**config.mk**
```make
export PLATFORM = sky130hd
export DESIGN_NAME = low_freq_tick_counter
export DESIGN_NICKNAME = d
export VERILOG_FILES = /design/src/low_freq_tick_pkg.sv /design/src/edge_sync.sv /design/src/match_unit.sv /design/src/low_freq_tick_counter.sv
export SDC_FILE = /design/constraint.sdc
export NUM_CORES = 1
export LEC_CHECK = 0
export ABC_AREA = 1
export BUFFER_PORTS_ARGS = -buffer_cell sky130_fd_sc_hd__buf_4
export CORE_UTILIZATION = 28
export CTS_BUF_LIST = sky130_fd_sc_hd__clkbuf_16
export DETAILED_ROUTE_END_ITERATION = 12
export GPL_ROUTABILITY_DRIVEN = 0
export SYNTH_ARGS = -nofsm -noshare
export SYNTH_HDL_FRONTEND = slang
export SYNTH_SLANG_ARGS = --single-unit
export TNS_END_PERCENT = 100
```
**constraint.sdc**
```tcl
create_clock -name CLOCK -period 1.99 [get_ports CLOCK]
set_input_delay 0.0995 -clock CLOCK [delete_from_list [all_inputs] [get_ports CLOCK]]
set_output_delay 0.0995 -clock CLOCK [all_outputs]
set_load 0.01 [all_outputs]
```
**src/low_freq_tick_pkg.sv**
```systemverilog
package low_freq_tick_pkg;

  // widths
  localparam int COUNT_W = 24;
  localparam int DIV_W = 12;
  localparam int TASK_W = 4;

  // event routing positions
  localparam int EV_TICK = 0;
  localparam int EV_WRAP = 1;
  localparam int EV_MATCH0 = 2;

  // count and divider values
  localparam logic [COUNT_W-1:0] COUNT_RESET = 24'h00_0000;
  localparam logic [COUNT_W-1:0] COUNT_ONE = 24'h00_0001;
  localparam logic [COUNT_W-1:0] COUNT_MAX = 24'hFF_FFFF;
  localparam logic [COUNT_W-1:0] NEAR_WRAP_VALUE = 24'h0F_FFF0;
  localparam logic [DIV_W-1:0] DIV_RESET = 12'h000;
  localparam logic [DIV_W-1:0] DIV_ZERO = 12'h000;
  localparam logic [DIV_W-1:0] DIV_ONE = 12'h001;

  // count read timing
  localparam int READ_STALL_CYCLES = 3;
  localparam int READ_TAIL_CYCLES = 2;
  localparam logic [1:0] READ_STALL_LAST = 2'(READ_STALL_CYCLES - 1);
  localparam logic [1:0] READ_TAIL_LAST = 2'(READ_TAIL_CYCLES - 1);
  localparam logic [1:0] READ_CNT_ZERO = 2'h0;
  localparam logic [1:0] READ_CNT_ONE = 2'h1;

  typedef struct packed {
    logic near_wrap;
    logic clear;
    logic stop;
    logic start;
  } task_req_t;

  typedef struct packed {
    logic inc;
    logic [COUNT_W-1:0] value;
  } count_step_t;

  typedef enum logic [1:0] {
    RUN_STOPPED = 2'b01,
    RUN_ACTIVE = 2'b10
  } run_state_t;

  typedef enum logic [2:0] {
    RD_IDLE = 3'b001,
    RD_STALL = 3'b010,
    RD_TAIL = 3'b100
  } read_state_t;

  function automatic logic at_wrap(input logic [COUNT_W-1:0] value);
    at_wrap = (value == COUNT_MAX);
  endfunction : at_wrap

endpackage : low_freq_tick_pkg

```
**src/edge_sync.sv**
```systemverilog
`timescale 1ns/1ps
module edge_sync (
  // clock and reset
  input wire logic clock,
  input wire logic reset_n,
  // asynchronous level
  input wire logic async_in,
  // edge pulses
  output logic rise,
  output logic fall
);

  logic meta_reg;
  logic meta_next;
  logic sync_reg;
  logic sync_next;
  logic last_reg;
  logic last_next;

  always_comb
  begin
    meta_next = async_in;
    sync_next = meta_reg;
    last_next = sync_reg;
  end

  always_ff @(posedge clock or negedge reset_n)
  begin
    if (!reset_n)
    begin
      meta_reg <= 1'b0;
      sync_reg <= 1'b0;
      last_reg <= 1'b0;
    end
    else
    begin
      meta_reg <= meta_next;
      sync_reg <= sync_next;
      last_reg <= last_next;
    end
  end

  assign rise = sync_reg & ~last_reg;
  assign fall = ~sync_reg & last_reg;

endmodule : edge_sync

```
**src/match_unit.sv**
```systemverilog
`timescale 1ns/1ps
module match_unit (
  // clock and reset
  input wire logic clock,
  input wire logic reset_n,
  // match value write
  input wire logic wr,
  input wire logic [low_freq_tick_pkg::COUNT_W-1:0] wdata,
  // counter state
  input wire logic running,
  input wire low_freq_tick_pkg::count_step_t step,
  input wire logic route_en,
  // results
  output logic event_out,
  output logic [low_freq_tick_pkg::COUNT_W-1:0] value_out
);

  logic [low_freq_tick_pkg::COUNT_W-1:0] active_reg;
  logic [low_freq_tick_pkg::COUNT_W-1:0] active_next;
  logic [low_freq_tick_pkg::COUNT_W-1:0] pend_reg;
  logic [low_freq_tick_pkg::COUNT_W-1:0] pend_next;
  logic [low_freq_tick_pkg::COUNT_W-1:0] shown_reg;
  logic [low_freq_tick_pkg::COUNT_W-1:0] shown_next;
  logic pend_valid_reg;
  logic pend_valid_next;
  logic event_reg;
  logic event_next;
  logic hit;

  always_comb
  begin
    active_next = active_reg;
    pend_next = pend_reg;
    pend_valid_next = pend_valid_reg;
    shown_next = wr ? wdata : shown_reg;
    // only a step onto the value fires, never a load
    hit = step.inc && (step.value == active_reg);
    event_next = hit && route_en;
    if (wr && (!running || step.inc))
    begin
      active_next = wdata;
      pend_valid_next = 1'b0;
    end
    else if (wr)
    begin
      // new value waits one step, old one still armed
      pend_next = wdata;
      pend_valid_next = 1'b1;
    end
    else if (step.inc && pend_valid_reg)
    begin
      active_next = pend_reg;
      pend_valid_next = 1'b0;
    end
  end

  always_ff @(posedge clock or negedge reset_n)
  begin
    if (!reset_n)
    begin
      active_reg <= low_freq_tick_pkg::COUNT_RESET;
      pend_reg <= low_freq_tick_pkg::COUNT_RESET;
      shown_reg <= low_freq_tick_pkg::COUNT_RESET;
      pend_valid_reg <= 1'b0;
      event_reg <= 1'b0;
    end
    else
    begin
      active_reg <= active_next;
      pend_reg <= pend_next;
      shown_reg <= shown_next;
      pend_valid_reg <= pend_valid_next;
      event_reg <= event_next;
    end
  end

  assign event_out = event_reg;
  assign value_out = shown_reg;

  property p_match_hit;
    @(posedge clock) disable iff (!reset_n)
    step.inc && step.value == active_reg && route_en |=> event_out;
  endproperty
  a_match_hit: assert property (p_match_hit) else $error("match step did not raise compare");

  property p_match_cause;
    @(posedge clock) disable iff (!reset_n)
    event_out |-> $past(step.inc) && $past(route_en);
  endproperty
  a_match_cause: assert property (p_match_cause) else $error("compare without a routed count step");

endmodule : match_unit

```
**src/low_freq_tick_counter.sv**
```systemverilog
`timescale 1ns/1ps
// Function
// - keep a 24-bit count and a 12-bit divider setting.
// - count advances at slow clock rate divided by setting plus one.
// - divider setting writable only while stopped; writes ignored when running.
// - start, clear and near-wrap tasks reload the internal divider count.
// - count steps when internal divider count is zero, then reloads.
// - routed tick event on every step; disabled after reset.
// - near-wrap task loads count with 0xFFFF0.
// - routed wrap event on rollover from all ones; disabled after reset.
// - each event has its own route enable; disabled events request no clock.
// - clear never raises a compare on a zero match value.
// - start with count already at match value raises no compare.
// - compare fires when count steps onto the match value.
// - writing count plus two reliably fires at that value.
// - writing count, or count plus one while running, raises no compare; count plus one written while stopped fires on the first step.
// - old match value may fire once; values beyond plus two fire when the count reaches them.
// - count runs only from slow clock edges, sampled and stepped on CLOCK.
// - tasks act only after a falling then a rising slow clock edge.
// - count read holds ready low three cycles, done two cycles later.
module low_freq_tick_counter #(
  parameter int NUM_MATCH = 4
) (
  // clock and reset
  input wire logic CLOCK,
  input wire logic RESET_N,
  // slow clock pin
  input wire logic SLOW_CLOCK,
  // task pulses
  input wire low_freq_tick_pkg::task_req_t TASK_REQ,
  // divider setting
  input wire logic DIVIDER_WR,
  input wire logic [low_freq_tick_pkg::DIV_W-1:0] DIVIDER_WDATA,
  output logic [low_freq_tick_pkg::DIV_W-1:0] DIVIDER_RDATA,
  output logic DIVIDER_LOCKED,
  // event routing
  input wire logic [NUM_MATCH+1:0] EVENT_ROUTE_ENABLE,
  // match values
  input wire logic [NUM_MATCH-1:0] MATCH_WR,
  input wire logic [low_freq_tick_pkg::COUNT_W-1:0] MATCH_WDATA,
  output logic [NUM_MATCH*low_freq_tick_pkg::COUNT_W-1:0] MATCH_VALUES,
  // count read
  input wire logic COUNT_READ,
  output logic COUNT_READY,
  output logic COUNT_DONE,
  output logic [low_freq_tick_pkg::COUNT_W-1:0] COUNT_RDATA,
  // events and status
  output logic TICK_EVENT,
  output logic WRAP_EVENT,
  output logic [NUM_MATCH-1:0] COMPARE_EVENT,
  output logic FAST_CLOCK_REQUEST,
  output logic RUNNING
);

  logic slow_rise;
  logic slow_fall;

  // slow clock only reaches the core through two flops
  edge_sync u_slow_sync (
    .clock(CLOCK),
    .reset_n(RESET_N),
    .async_in(SLOW_CLOCK),
    .rise(slow_rise),
    .fall(slow_fall)
  );

  // task pending and arming
  logic [low_freq_tick_pkg::TASK_W-1:0] pend_reg;
  logic [low_freq_tick_pkg::TASK_W-1:0] pend_next;
  logic [low_freq_tick_pkg::TASK_W-1:0] armed_reg;
  logic [low_freq_tick_pkg::TASK_W-1:0] armed_next;
  logic [low_freq_tick_pkg::TASK_W-1:0] apply_vec;
  low_freq_tick_pkg::task_req_t apply;

  always_comb
  begin
    apply_vec = slow_rise ? armed_reg : '0;
    apply = apply_vec;
    // a new request in the apply cycle stays pending
    pend_next = (pend_reg & ~apply_vec) | TASK_REQ;
    armed_next = pend_reg & ~apply_vec & (armed_reg | {low_freq_tick_pkg::TASK_W{slow_fall}});
  end

  always_ff @(posedge CLOCK or negedge RESET_N)
  begin
    if (!RESET_N)
    begin
      pend_reg <= '0;
      armed_reg <= '0;
    end
    else
    begin
      pend_reg <= pend_next;
      armed_reg <= armed_next;
    end
  end

  // counter core
  low_freq_tick_pkg::run_state_t run_state_reg;
  low_freq_tick_pkg::run_state_t run_state_next;
  logic [low_freq_tick_pkg::DIV_W-1:0] div_setting_reg;
  logic [low_freq_tick_pkg::DIV_W-1:0] div_setting_next;
  logic [low_freq_tick_pkg::DIV_W-1:0] div_cnt_reg;
  logic [low_freq_tick_pkg::DIV_W-1:0] div_cnt_next;
  logic [low_freq_tick_pkg::COUNT_W-1:0] count_reg;
  logic [low_freq_tick_pkg::COUNT_W-1:0] count_next;
  logic [low_freq_tick_pkg::COUNT_W-1:0] count_plus;
  logic inc;
  low_freq_tick_pkg::count_step_t step;

  always_comb
  begin
    run_state_next = run_state_reg;
    div_setting_next = div_setting_reg;
    div_cnt_next = div_cnt_reg;
    count_next = count_reg;
    count_plus = count_reg + low_freq_tick_pkg::COUNT_ONE;
    inc = 1'b0;
    if (DIVIDER_WR && run_state_reg == low_freq_tick_pkg::RUN_STOPPED)
    begin
      div_setting_next = DIVIDER_WDATA;
    end
    case (run_state_reg)
      low_freq_tick_pkg::RUN_STOPPED:
      begin
        if (apply.start && !apply.stop)
        begin
          run_state_next = low_freq_tick_pkg::RUN_ACTIVE;
        end
      end
      low_freq_tick_pkg::RUN_ACTIVE:
      begin
        if (apply.stop)
        begin
          run_state_next = low_freq_tick_pkg::RUN_STOPPED;
        end
      end
      default:
      begin
        run_state_next = low_freq_tick_pkg::RUN_STOPPED;
      end
    endcase
    if (apply.start || apply.clear || apply.near_wrap)
    begin
      div_cnt_next = div_setting_reg;
    end
    if (apply.near_wrap)
    begin
      count_next = low_freq_tick_pkg::NEAR_WRAP_VALUE;
    end
    else if (apply.clear)
    begin
      count_next = low_freq_tick_pkg::COUNT_RESET;
    end
    else if (slow_rise && run_state_reg == low_freq_tick_pkg::RUN_ACTIVE && apply_vec == '0)
    begin
      // divide by setting plus one
      if (div_cnt_reg == low_freq_tick_pkg::DIV_ZERO)
      begin
        inc = 1'b1;
        count_next = count_plus;
        div_cnt_next = div_setting_reg;
      end
      else
      begin
        div_cnt_next = div_cnt_reg - low_freq_tick_pkg::DIV_ONE;
      end
    end
    step.inc = inc;
    step.value = count_plus;
  end

  always_ff @(posedge CLOCK or negedge RESET_N)
  begin
    if (!RESET_N)
    begin
      run_state_reg <= low_freq_tick_pkg::RUN_STOPPED;
      div_setting_reg <= low_freq_tick_pkg::DIV_RESET;
      div_cnt_reg <= low_freq_tick_pkg::DIV_RESET;
      count_reg <= low_freq_tick_pkg::COUNT_RESET;
    end
    else
    begin
      run_state_reg <= run_state_next;
      div_setting_reg <= div_setting_next;
      div_cnt_reg <= div_cnt_next;
      count_reg <= count_next;
    end
  end

  // tick and wrap events
  logic tick_reg;
  logic tick_next;
  logic wrap_reg;
  logic wrap_next;

  always_comb
  begin
    tick_next = inc && EVENT_ROUTE_ENABLE[low_freq_tick_pkg::EV_TICK];
    wrap_next = inc && low_freq_tick_pkg::at_wrap(count_reg)
      && EVENT_ROUTE_ENABLE[low_freq_tick_pkg::EV_WRAP];
  end

  always_ff @(posedge CLOCK or negedge RESET_N)
  begin
    if (!RESET_N)
    begin
      tick_reg <= 1'b0;
      wrap_reg <= 1'b0;
    end
    else
    begin
      tick_reg <= tick_next;
      wrap_reg <= wrap_next;
    end
  end

  // match channels
  genvar gi;
  generate
    for (gi = 0; gi < NUM_MATCH; gi++)
    begin : g_match
      match_unit u_match (
        .clock(CLOCK),
        .reset_n(RESET_N),
        .wr(MATCH_WR[gi]),
        .wdata(MATCH_WDATA),
        .running(run_state_reg == low_freq_tick_pkg::RUN_ACTIVE),
        .step(step),
        .route_en(EVENT_ROUTE_ENABLE[low_freq_tick_pkg::EV_MATCH0+gi]),
        .event_out(COMPARE_EVENT[gi]),
        .value_out(MATCH_VALUES[gi*low_freq_tick_pkg::COUNT_W +: low_freq_tick_pkg::COUNT_W])
      );
    end
  endgenerate

  // count read with fixed stall
  low_freq_tick_pkg::read_state_t rd_state_reg;
  low_freq_tick_pkg::read_state_t rd_state_next;
  logic [1:0] rd_cnt_reg;
  logic [1:0] rd_cnt_next;
  logic [low_freq_tick_pkg::COUNT_W-1:0] rdata_reg;
  logic [low_freq_tick_pkg::COUNT_W-1:0] rdata_next;

  always_comb
  begin
    rd_state_next = rd_state_reg;
    rd_cnt_next = rd_cnt_reg;
    rdata_next = rdata_reg;
    case (rd_state_reg)
      low_freq_tick_pkg::RD_IDLE:
      begin
        if (COUNT_READ)
        begin
          rd_state_next = low_freq_tick_pkg::RD_STALL;
          rd_cnt_next = low_freq_tick_pkg::READ_STALL_LAST;
        end
      end
      low_freq_tick_pkg::RD_STALL:
      begin
        if (rd_cnt_reg == low_freq_tick_pkg::READ_CNT_ZERO)
        begin
          rdata_next = count_reg;
          rd_state_next = low_freq_tick_pkg::RD_TAIL;
          rd_cnt_next = low_freq_tick_pkg::READ_TAIL_LAST;
        end
        else
        begin
          rd_cnt_next = rd_cnt_reg - low_freq_tick_pkg::READ_CNT_ONE;
        end
      end
      low_freq_tick_pkg::RD_TAIL:
      begin
        if (rd_cnt_reg == low_freq_tick_pkg::READ_CNT_ZERO)
        begin
          rd_state_next = low_freq_tick_pkg::RD_IDLE;
        end
        else
        begin
          rd_cnt_next = rd_cnt_reg - low_freq_tick_pkg::READ_CNT_ONE;
        end
      end
      default:
      begin
        rd_state_next = low_freq_tick_pkg::RD_IDLE;
        rd_cnt_next = low_freq_tick_pkg::READ_CNT_ZERO;
      end
    endcase
  end

  always_ff @(posedge CLOCK or negedge RESET_N)
  begin
    if (!RESET_N)
    begin
      rd_state_reg <= low_freq_tick_pkg::RD_IDLE;
      rd_cnt_reg <= low_freq_tick_pkg::READ_CNT_ZERO;
      rdata_reg <= low_freq_tick_pkg::COUNT_RESET;
    end
    else
    begin
      rd_state_reg <= rd_state_next;
      rd_cnt_reg <= rd_cnt_next;
      rdata_reg <= rdata_next;
    end
  end

  // outputs
  assign COUNT_READY = (rd_state_reg != low_freq_tick_pkg::RD_STALL);
  assign COUNT_DONE = (rd_state_reg == low_freq_tick_pkg::RD_TAIL) && (rd_cnt_reg == low_freq_tick_pkg::READ_CNT_ZERO);
  assign COUNT_RDATA = rdata_reg;
  assign DIVIDER_RDATA = div_setting_reg;
  assign DIVIDER_LOCKED = (run_state_reg == low_freq_tick_pkg::RUN_ACTIVE);
  assign RUNNING = (run_state_reg == low_freq_tick_pkg::RUN_ACTIVE);
  assign TICK_EVENT = tick_reg;
  assign WRAP_EVENT = wrap_reg;
  // only routed events ask for the fast clock
  assign FAST_CLOCK_REQUEST = tick_reg | wrap_reg | (|COMPARE_EVENT);

  property p_div_locked;
    @(posedge CLOCK) disable iff (!RESET_N)
    DIVIDER_WR && RUNNING |=> $stable(DIVIDER_RDATA);
  endproperty
  a_div_locked: assert property (p_div_locked) else $error("divider changed while running");

  property p_reload;
    @(posedge CLOCK) disable iff (!RESET_N)
    apply.start || apply.clear || apply.near_wrap |=> div_cnt_reg == $past(div_setting_reg);
  endproperty
  a_reload: assert property (p_reload) else $error("divider count not reloaded on task");

  property p_step_at_zero;
    @(posedge CLOCK) disable iff (!RESET_N)
    slow_rise && RUNNING && apply_vec == '0 && div_cnt_reg == low_freq_tick_pkg::DIV_ZERO
      |=> count_reg == $past(count_plus) && div_cnt_reg == $past(div_setting_reg);
  endproperty
  a_step_at_zero: assert property (p_step_at_zero) else $error("count did not step at zero");

  property p_tick;
    @(posedge CLOCK) disable iff (!RESET_N)
    TICK_EVENT |-> $past(inc) && $past(EVENT_ROUTE_ENABLE[low_freq_tick_pkg::EV_TICK])
      && count_reg == $past(count_plus);
  endproperty
  a_tick: assert property (p_tick) else $error("tick without routed step");

  property p_near_wrap;
    @(posedge CLOCK) disable iff (!RESET_N)
    apply.near_wrap |=> count_reg == low_freq_tick_pkg::NEAR_WRAP_VALUE;
  endproperty
  a_near_wrap: assert property (p_near_wrap) else $error("near-wrap load wrong");

  property p_wrap;
    @(posedge CLOCK) disable iff (!RESET_N)
    inc && count_reg == low_freq_tick_pkg::COUNT_MAX && EVENT_ROUTE_ENABLE[low_freq_tick_pkg::EV_WRAP]
      |=> WRAP_EVENT && count_reg == low_freq_tick_pkg::COUNT_RESET;
  endproperty
  a_wrap: assert property (p_wrap) else $error("rollover missed wrap event");

  property p_route_quiet;
    @(posedge CLOCK) disable iff (!RESET_N)
    EVENT_ROUTE_ENABLE == '0 |=> !FAST_CLOCK_REQUEST;
  endproperty
  a_route_quiet: assert property (p_route_quiet) else $error("fast clock requested by disabled event");

  property p_clear_quiet;
    @(posedge CLOCK) disable iff (!RESET_N)
    apply.clear |=> COMPARE_EVENT == '0;
  endproperty
  a_clear_quiet: assert property (p_clear_quiet) else $error("clear raised a compare");

  property p_start_quiet;
    @(posedge CLOCK) disable iff (!RESET_N)
    apply.start && !apply.clear && !apply.near_wrap |=> COMPARE_EVENT == '0 && $stable(count_reg);
  endproperty
  a_start_quiet: assert property (p_start_quiet) else $error("start raised a compare");

  property p_task_wait;
    @(posedge CLOCK) disable iff (!RESET_N)
    $rose(armed_reg[0]) |-> $past(slow_fall) && $past(pend_reg[0]);
  endproperty
  a_task_wait: assert property (p_task_wait) else $error("task armed without falling edge");

  property p_read_stall;
    @(posedge CLOCK) disable iff (!RESET_N)
    COUNT_READ && rd_state_reg == low_freq_tick_pkg::RD_IDLE
      |=> !COUNT_READY [*3] ##1 (COUNT_READY && !COUNT_DONE) ##1 COUNT_DONE;
  endproperty
  a_read_stall: assert property (p_read_stall) else $error("count read timing wrong");

endmodule : low_freq_tick_counter

```
# Word level (Yosys, flattened, before mapping)
# Cells that the tools add are included.
totals:
  word_cells: 178
  out_inout_bits: 143
  reg_bits: 388
classes:
  eq_ne: 21
  n_mux: 49
  n_reduce_logical: 56
  bitwise_logic: 15
  add_sub_neg: 3
ops:
  columns: ["cell", "n"]
  rows:
  - ["$mux W24", 16]
  - ["$eq A24 B24 Y1", 4]
  - ["$mux W12", 5]
  - ["$add A24 B1 Y24 const B", 1]
  - ["$eq A24 B24 Y1 const B", 1]
  - ["$logic_and A1 B1 Y1", 24]
  - ["$reduce_and A2 Y1", 12]
  - ["$reduce_bool A3 Y1", 6]
  - ["$mux W1", 16]
  - ["$logic_not A12 Y1", 1]
  - ["$sub A12 B1 Y12 const B", 1]
  - ["$mux W2", 5]
  - ["$ne A2 B1 Y1 const B", 5]
  - ["$ne A2 B2 Y1 const B", 5]
  - ["$mux W3", 3]
  - ["$pmux W3 S3", 1]
  - ["$and A4 B4 Y4", 2]
  - ["$or A4 B4 Y4", 2]
  - ["$reduce_bool A2 Y1", 4]
  - ["$not A1 Y1", 6]
  - ["$pmux W2 S3", 1]
  - ["$logic_not A4 Y1", 1]
  - ["$mux W4", 1]
  - ["$not A4 Y4", 1]
  - ["15 further kinds", 20]

# Logic depth before layout (Yosys ltp)
depth:
  ltp_word: 12
  depth_mapped: 15

# By module
# A second synthesis with hierarchy kept.
unflattened:
  cells_unflattened: 2280
  hier_area_um2: 19074.5
modules_own_cells:
  columns: ["mod", "instances", "cells_per_inst", "area_each_um2", "seq_area_each_um2"]
  rows:
  - ["match_unit", 4, 412, 3550.9, 1851.8]
  - ["low_freq_tick_counter", 1, 625, 4780.8, 2229.6]
  - ["edge_sync", 1, 7, 90.1, 75.1]

# Worst setup path after synthesis
# No wires, ideal clock.
synth_path:
  path_type: "register to register"
  from: "register count_reg[0] in the netlist's numbering"
  to: "register g_match[3].u_match.event_reg"
  path_slack_ps: 60
  stages_incl_launch_ff: 13
  path_buffers: 0
  t_arrival_ps: 1815
  t_required_ps: 1874
  setup_time_ps: 116
  synth_period_minus_slack_ps: 1930
  cell_sequence: "dfrtp_1 > ha_1 > nand2_2 > nor2_1 > nand2_1 > o21ai_0 > nand3_1 > nand2_1 > inv_1 > nand2_1 > nor2_1 > nand3_1 > nor2_1"
synth_between:
  elab_chain_cells: 4
synth_rtl:
  columns: ["item", "line_no", "text"]
  rows:
  - ["from (decl)", "low_freq_tick_counter.sv:105", "logic [low_freq_tick_pkg::COUNT_W-1:0] count_reg;"]
  - ["from (signal assigned)", "low_freq_tick_counter.sv:180", "count_reg <= low_freq_tick_pkg::COUNT_RESET;"]
  - ["from (signal assigned)", "low_freq_tick_counter.sv:187", "count_reg <= count_next;"]
  - ["$add A24 B1 Y24", "low_freq_tick_counter.sv:117", "count_plus = count_reg + low_freq_tick_pkg::COUNT_ONE;"]
  - ["$eq A24 B24 Y1", "match_unit.sv:37", "hit = step.inc && (step.value == active_reg);"]
  - ["$logic_and A1 B1 Y1", "match_unit.sv:37", null]
  - ["$logic_and A1 B1 Y1", "match_unit.sv:38", "event_next = hit && route_en;"]
  - ["named net g_match[3].u_match.event_next", "match_unit.sv:27", "logic event_next;"]
  - ["to (signal assigned)", "match_unit.sv:73", "event_reg <= event_next;"]
  - ["to (decl)", "match_unit.sv:26", "logic event_reg;"]
# The timed path passes the listed nets, and every way through them passes these cells.
# A chain may end at the register's enable or synchronous reset.

# Worst setup path after layout
layout_path:
  from: "register u_slow_sync.last_reg"
  to: "register g_match[0].u_match.active_reg[11] in the netlist's numbering"
layout_between:
  elab_chain_cells: 12
layout_rtl:
  columns: ["item", "line_no", "text"]
  rows:
  - ["from (decl)", "edge_sync.sv:17", "logic last_reg;"]
  - ["from (signal assigned)", "edge_sync.sv:39", "last_reg <= last_next;"]
  - ["$not A1 Y1 *", "edge_sync.sv:43", "assign rise = sync_reg & ~last_reg;"]
  - ["$and A1 B1 Y1 *", "edge_sync.sv:43", null]
  - ["$mux W4", "low_freq_tick_counter.sv:77", "apply_vec = slow_rise ? armed_reg : '0;"]
  - ["$logic_not A4 Y1", "low_freq_tick_counter.sv:155", "else if (slow_rise && run_state_reg == low_freq_tick_pkg::RUN_ACTIVE && apply_vec == '0)"]
  - ["$logic_and A1 B1 Y1", "low_freq_tick_counter.sv:155", null]
  - ["$mux W1", "low_freq_tick_counter.sv:155", null]
  - ["$mux W1", "low_freq_tick_counter.sv:151", "else if (apply.clear)"]
  - ["$mux W1 *", "low_freq_tick_counter.sv:147", "if (apply.near_wrap)"]
  - ["$logic_or A1 B1 Y1", "match_unit.sv:39", "if (wr && (!running || step.inc))"]
  - ["$logic_and A1 B1 Y1", "match_unit.sv:39", null]
  - ["$ne A2 B1 Y1 (no line) or $reduce_bool A2 Y1 (tied branches)", null, null]
  - ["$reduce_and A2 Y1 (no line)", null, null]
  - ["to (signal assigned)", "match_unit.sv:61", "active_reg <= low_freq_tick_pkg::COUNT_RESET;"]
  - ["to (signal assigned)", "match_unit.sv:69", "active_reg <= active_next;"]
  - ["to (decl)", "match_unit.sv:18", "logic [low_freq_tick_pkg::COUNT_W-1:0] active_reg;"]
# Mark *: on every way between the ends. The rest lies on a longest branch, timed or not.

==> metrics.md <==
| Metric | Value |
|---|---|
| Mean Syn Cell Area | `8.246 um2` |
| Post-synth top cells | `500 x nand2_1, 386 x dfrtp_1, 255 x inv_1, 248 x nor2_1, 240 x o21ai_0` |
| Peak VDD IR | `0.0007651 V` |
| Share of cells above drive strength 1 | `0.2786` |
| Yosys cell types | `42` |
| Leakage | `0.01238 uW` |
| Clock power share | `0.344` |
| CP required | `2.47 ns` |
| Max-cap violations | `0` |
| Mapped Area | `17,910 um2` |
| CP Capture Type | `flip-flop` |
| Number of synthesized flops with an enable pin | `0` |
| Outcome | `complete, but fails checks` |
| R2R depth | `14` |
| Total die area | `64,980 um2` |
| Gate power share | `0.264` |
| Ys flop type | `dfrtp_1` |
| Vias | `16,840` |
| PwrDens | `976.4 nW/um2` |
| Failing checks | `negative setup slack` |
| Final Critical Period | `2.187 ns` |
| Worst r2r src | `u_slow_sync.last_reg` |
| DRT iter0 DRCs | `1,586` |
| Synth Instances | `2,172` |
| Clock buffer depth | `3` |
| Worst Max-Slew Pin Slew | `0.4722 ns` |
| Synth top area cells | `dfrtp_1 54%, nand2_1 10%, o21ai_0 6.7%` |
| Crit Path Class | `flip-flop to flip-flop` |
| I/O pins | `198` |
| Yosys warnings | `0` |
| Final slew viol count | `0` |
| Total Routing Usage GR | `0.1996` |
| Routed WL | `65,290 um` |
| Ys async rst share | `1.000` |
| Max FO, Critical Path | `11` |
| Vias in the first global route | `16,300` |
| Vias per cell | `4.766` |
| Clock-pin slew on the worst setup and hold paths | `0.06 ns` |
| Ratio of final minimum period to clock period | `1.099` |
| Flops & latches, synth | `388` |
| Final Hold Viols | `0` |
| CTS buffer count | `47` |
| Detailed Routing Iterations Pass 1 | `5` |
| Later-pin clock latency in the skew report | `0.61 ns` |
| Final setup TNS | `-12.13 ns` |
| Final ANT Viol Nets | `0` |
| CP Launch Type | `flip-flop` |
| Area grow syn2layout | `44.71%` |
| Flop-to-flop setup slack | `-0.20 ns` |
| RSZ-0062 raised after global routing | `yes` |
| DIE HEIGHT | `254.9 um` |
| Core area | `63,200 um2` |
| Setup Skew | `0.03293 ns` |
| CP endpoint | `g_match[0].u_match.active_reg[11]` |
| Fin nets | `2,710` |
| Hold Path Class | `input pin to asynchronous set/reset pin` |
| Fmax achieved | `457.2 MHz` |
| Internal Pwr Total | `17,080 uW` |
| Most frequent cell after synthesis | `nand2_1` |
| First-pass GRT wire length | `98,410 um` |
| Multi-input logic area | `7491 um2` |
| DRC viols | `0` |
| Die Wd | `254.9 um` |
| Sequential share of the synthesized area | `0.5422` |
| Crit path from | `u_slow_sync.last_reg` |
| Setup violations, final | `141` |
| Largest net degree at the start of global routing | `72` |
| Clk sinks | `388` |
| WHS | `0.03272 ns` |
| CTS tree | `built` |
| Drt wl/cell | `18.47 um` |
| Largest area contributor in the netlist | `dfrtp_1` |
| Sw power | `8231 uW` |
| Flop pwr share | `0.392` |
| Cell Rows | `92` |
| Fin worst setup slack | `-0.1971 ns` |
| Top-area cell type share of the netlist area | `0.5393` |
| Post-Syn Nets | `2,232` |
| R2R Path End | `g_match[0].u_match.active_reg[11]` |
| Crit path DAT | `2.66 ns` |
| Power, Total | `25,310 uW` |
| PortBufs | `197` |
| Total congestion overflow | `0` |
| Register Area | `9713 um2` |
| Hpwl dp | `43,980 um` |
| Max-slew headroom | `0.6852` |
| H-tree depth | `2` |
| Root buffer cell | `clkbuf_16` |
| Initial antenna violation count | `0` |
| Sw frac | `0.3252` |
| Initial Util | `0.2834` |
| Ant. Diodes | `0` |
| Fillers | `6,094` |
[kinds of logic after synthesis]
logic type                 Yosys count  synth area share
buffers and inverters              361           0.08082
DFF                                388            0.5422
adders and majority gates            5          0.003493
AOI/OAI and AO/OA                  474            0.1482
and+or+nand+nor                    913            0.2082
xor gates and xnor gates            17          0.008313
muxes                               14          0.008802
[worst min path at each step]
stage                                  end  cells past startpoint
final                     DIVIDER_RDATA[7]                      2
after CTS                 DIVIDER_RDATA[7]                      2
after global routing      DIVIDER_RDATA[7]                      2
after floorplan             COUNT_RDATA[0]                      0
after global placement    DIVIDER_RDATA[7]                      1
after detailed placement  DIVIDER_RDATA[7]                      1
[layout make-up]
class,instances,share of cell area
flip-flops and latches,388,0.3748
well taps,846,0.04084
inverters,265,0.03987
clock inverters,40,0.01501
multi-input cells,1424,0.2890
repair buffers,522,0.1942
clock buffers,47,0.04538
repair inverters,2,0.0009655
[power by group through the flow]
stage / clock [uW] / sequential [uW] / combinational, uW
2_1_floorplan: 0 / 10000 / 2820
3_3_place_gp: 0 / 9970 / 5730
3_5_place_dp: 0 / 9990 / 5790
4_1_cts: 8870 / 9890 / 6550
5_1_grt: 9190 / 10100 / 7430
6_report: 8700 / 9920 / 6690
[cell usage in the layout (no fill, tap or decap), types with 11 or more instances in the layout]
cell | synthesis | layout
nand2_1 | 500 | 460
dfrtp_1 | 386 | 385
buf_4 | 10 | 368
inv_1 | 255 | 251
nor2_1 | 248 | 220
o21ai_0 | 240 | 184
nand3_1 | 123 | 111
o21ai_1 | 69 | 94
clkbuf_16 | 0 | 50
dlygate4sd3_1 | 0 | 49
buf_6 | 2 | 46
a21oi_1 | 45 | 38
buf_12 | 0 | 36
o21ai_2 | 4 | 33
o211ai_1 | 33 | 33
nand2_2 | 5 | 31
o22ai_1 | 33 | 28
nor2_4 | 5 | 23
o21a_1 | 20 | 20
nor2_2 | 6 | 17
xor2_1 | 17 | 17
mux2_2 | 14 | 14
buf_16 | 0 | 14
nand2_4 | 1 | 13
o221ai_2 | 0 | 13
clkinv_2 | 0 | 12
inv_2 | 9 | 11
nand3_2 | 2 | 11
[layer usage]
metal	wire [um]	track usage	vias up
li1	-	-	8015
met1	29170	0.2815	8027
met2	29150	0.3061	664
met3	4667	0.03722	137
met4	2302	0.06758	0
met5	0	0	-
[stage by stage]
stage	cells	worst slack (ns)	utilization	area (um2)
3_5_place_dp	3312	-0.4997	0.3444	21760
5_1_grt	3534	-0.3375	0.4101	25920
6_report	3534	-0.1971	0.4101	25920
4_1_cts	3512	-0.1800	0.4029	25460
3_3_place_gp	3312	-0.4937	0.3444	21760
2_1_floorplan	2172	0.05951	-	17910
[timing repair]
item,in CTS,in global routing
endpoints found under the setup margin,186,224
resized for setup,266,77
endpoints found under the hold margin,662,0
buffers inserted,46,18
pin swaps,46,30
hold buffers,49,0
cloned,20,5
[worst max-delay path, cell delays in order, from the launching register on]
cell	delay [ns]
dfrtp_1	0.42
inv_2	0.12
nand3_2	0.09
nand3_2	0.08
nor2_2	0.05
nand2_4	0.10
buf_6	0.15
nand2_8	0.06
buf_6	0.12
nand2_4	0.07
buf_6	0.11
clkinvlp_4	0.11
buf_12	0.18
o211ai_1	0.29
o21ai_1	0.11
(Power assumes the default switching activity.)
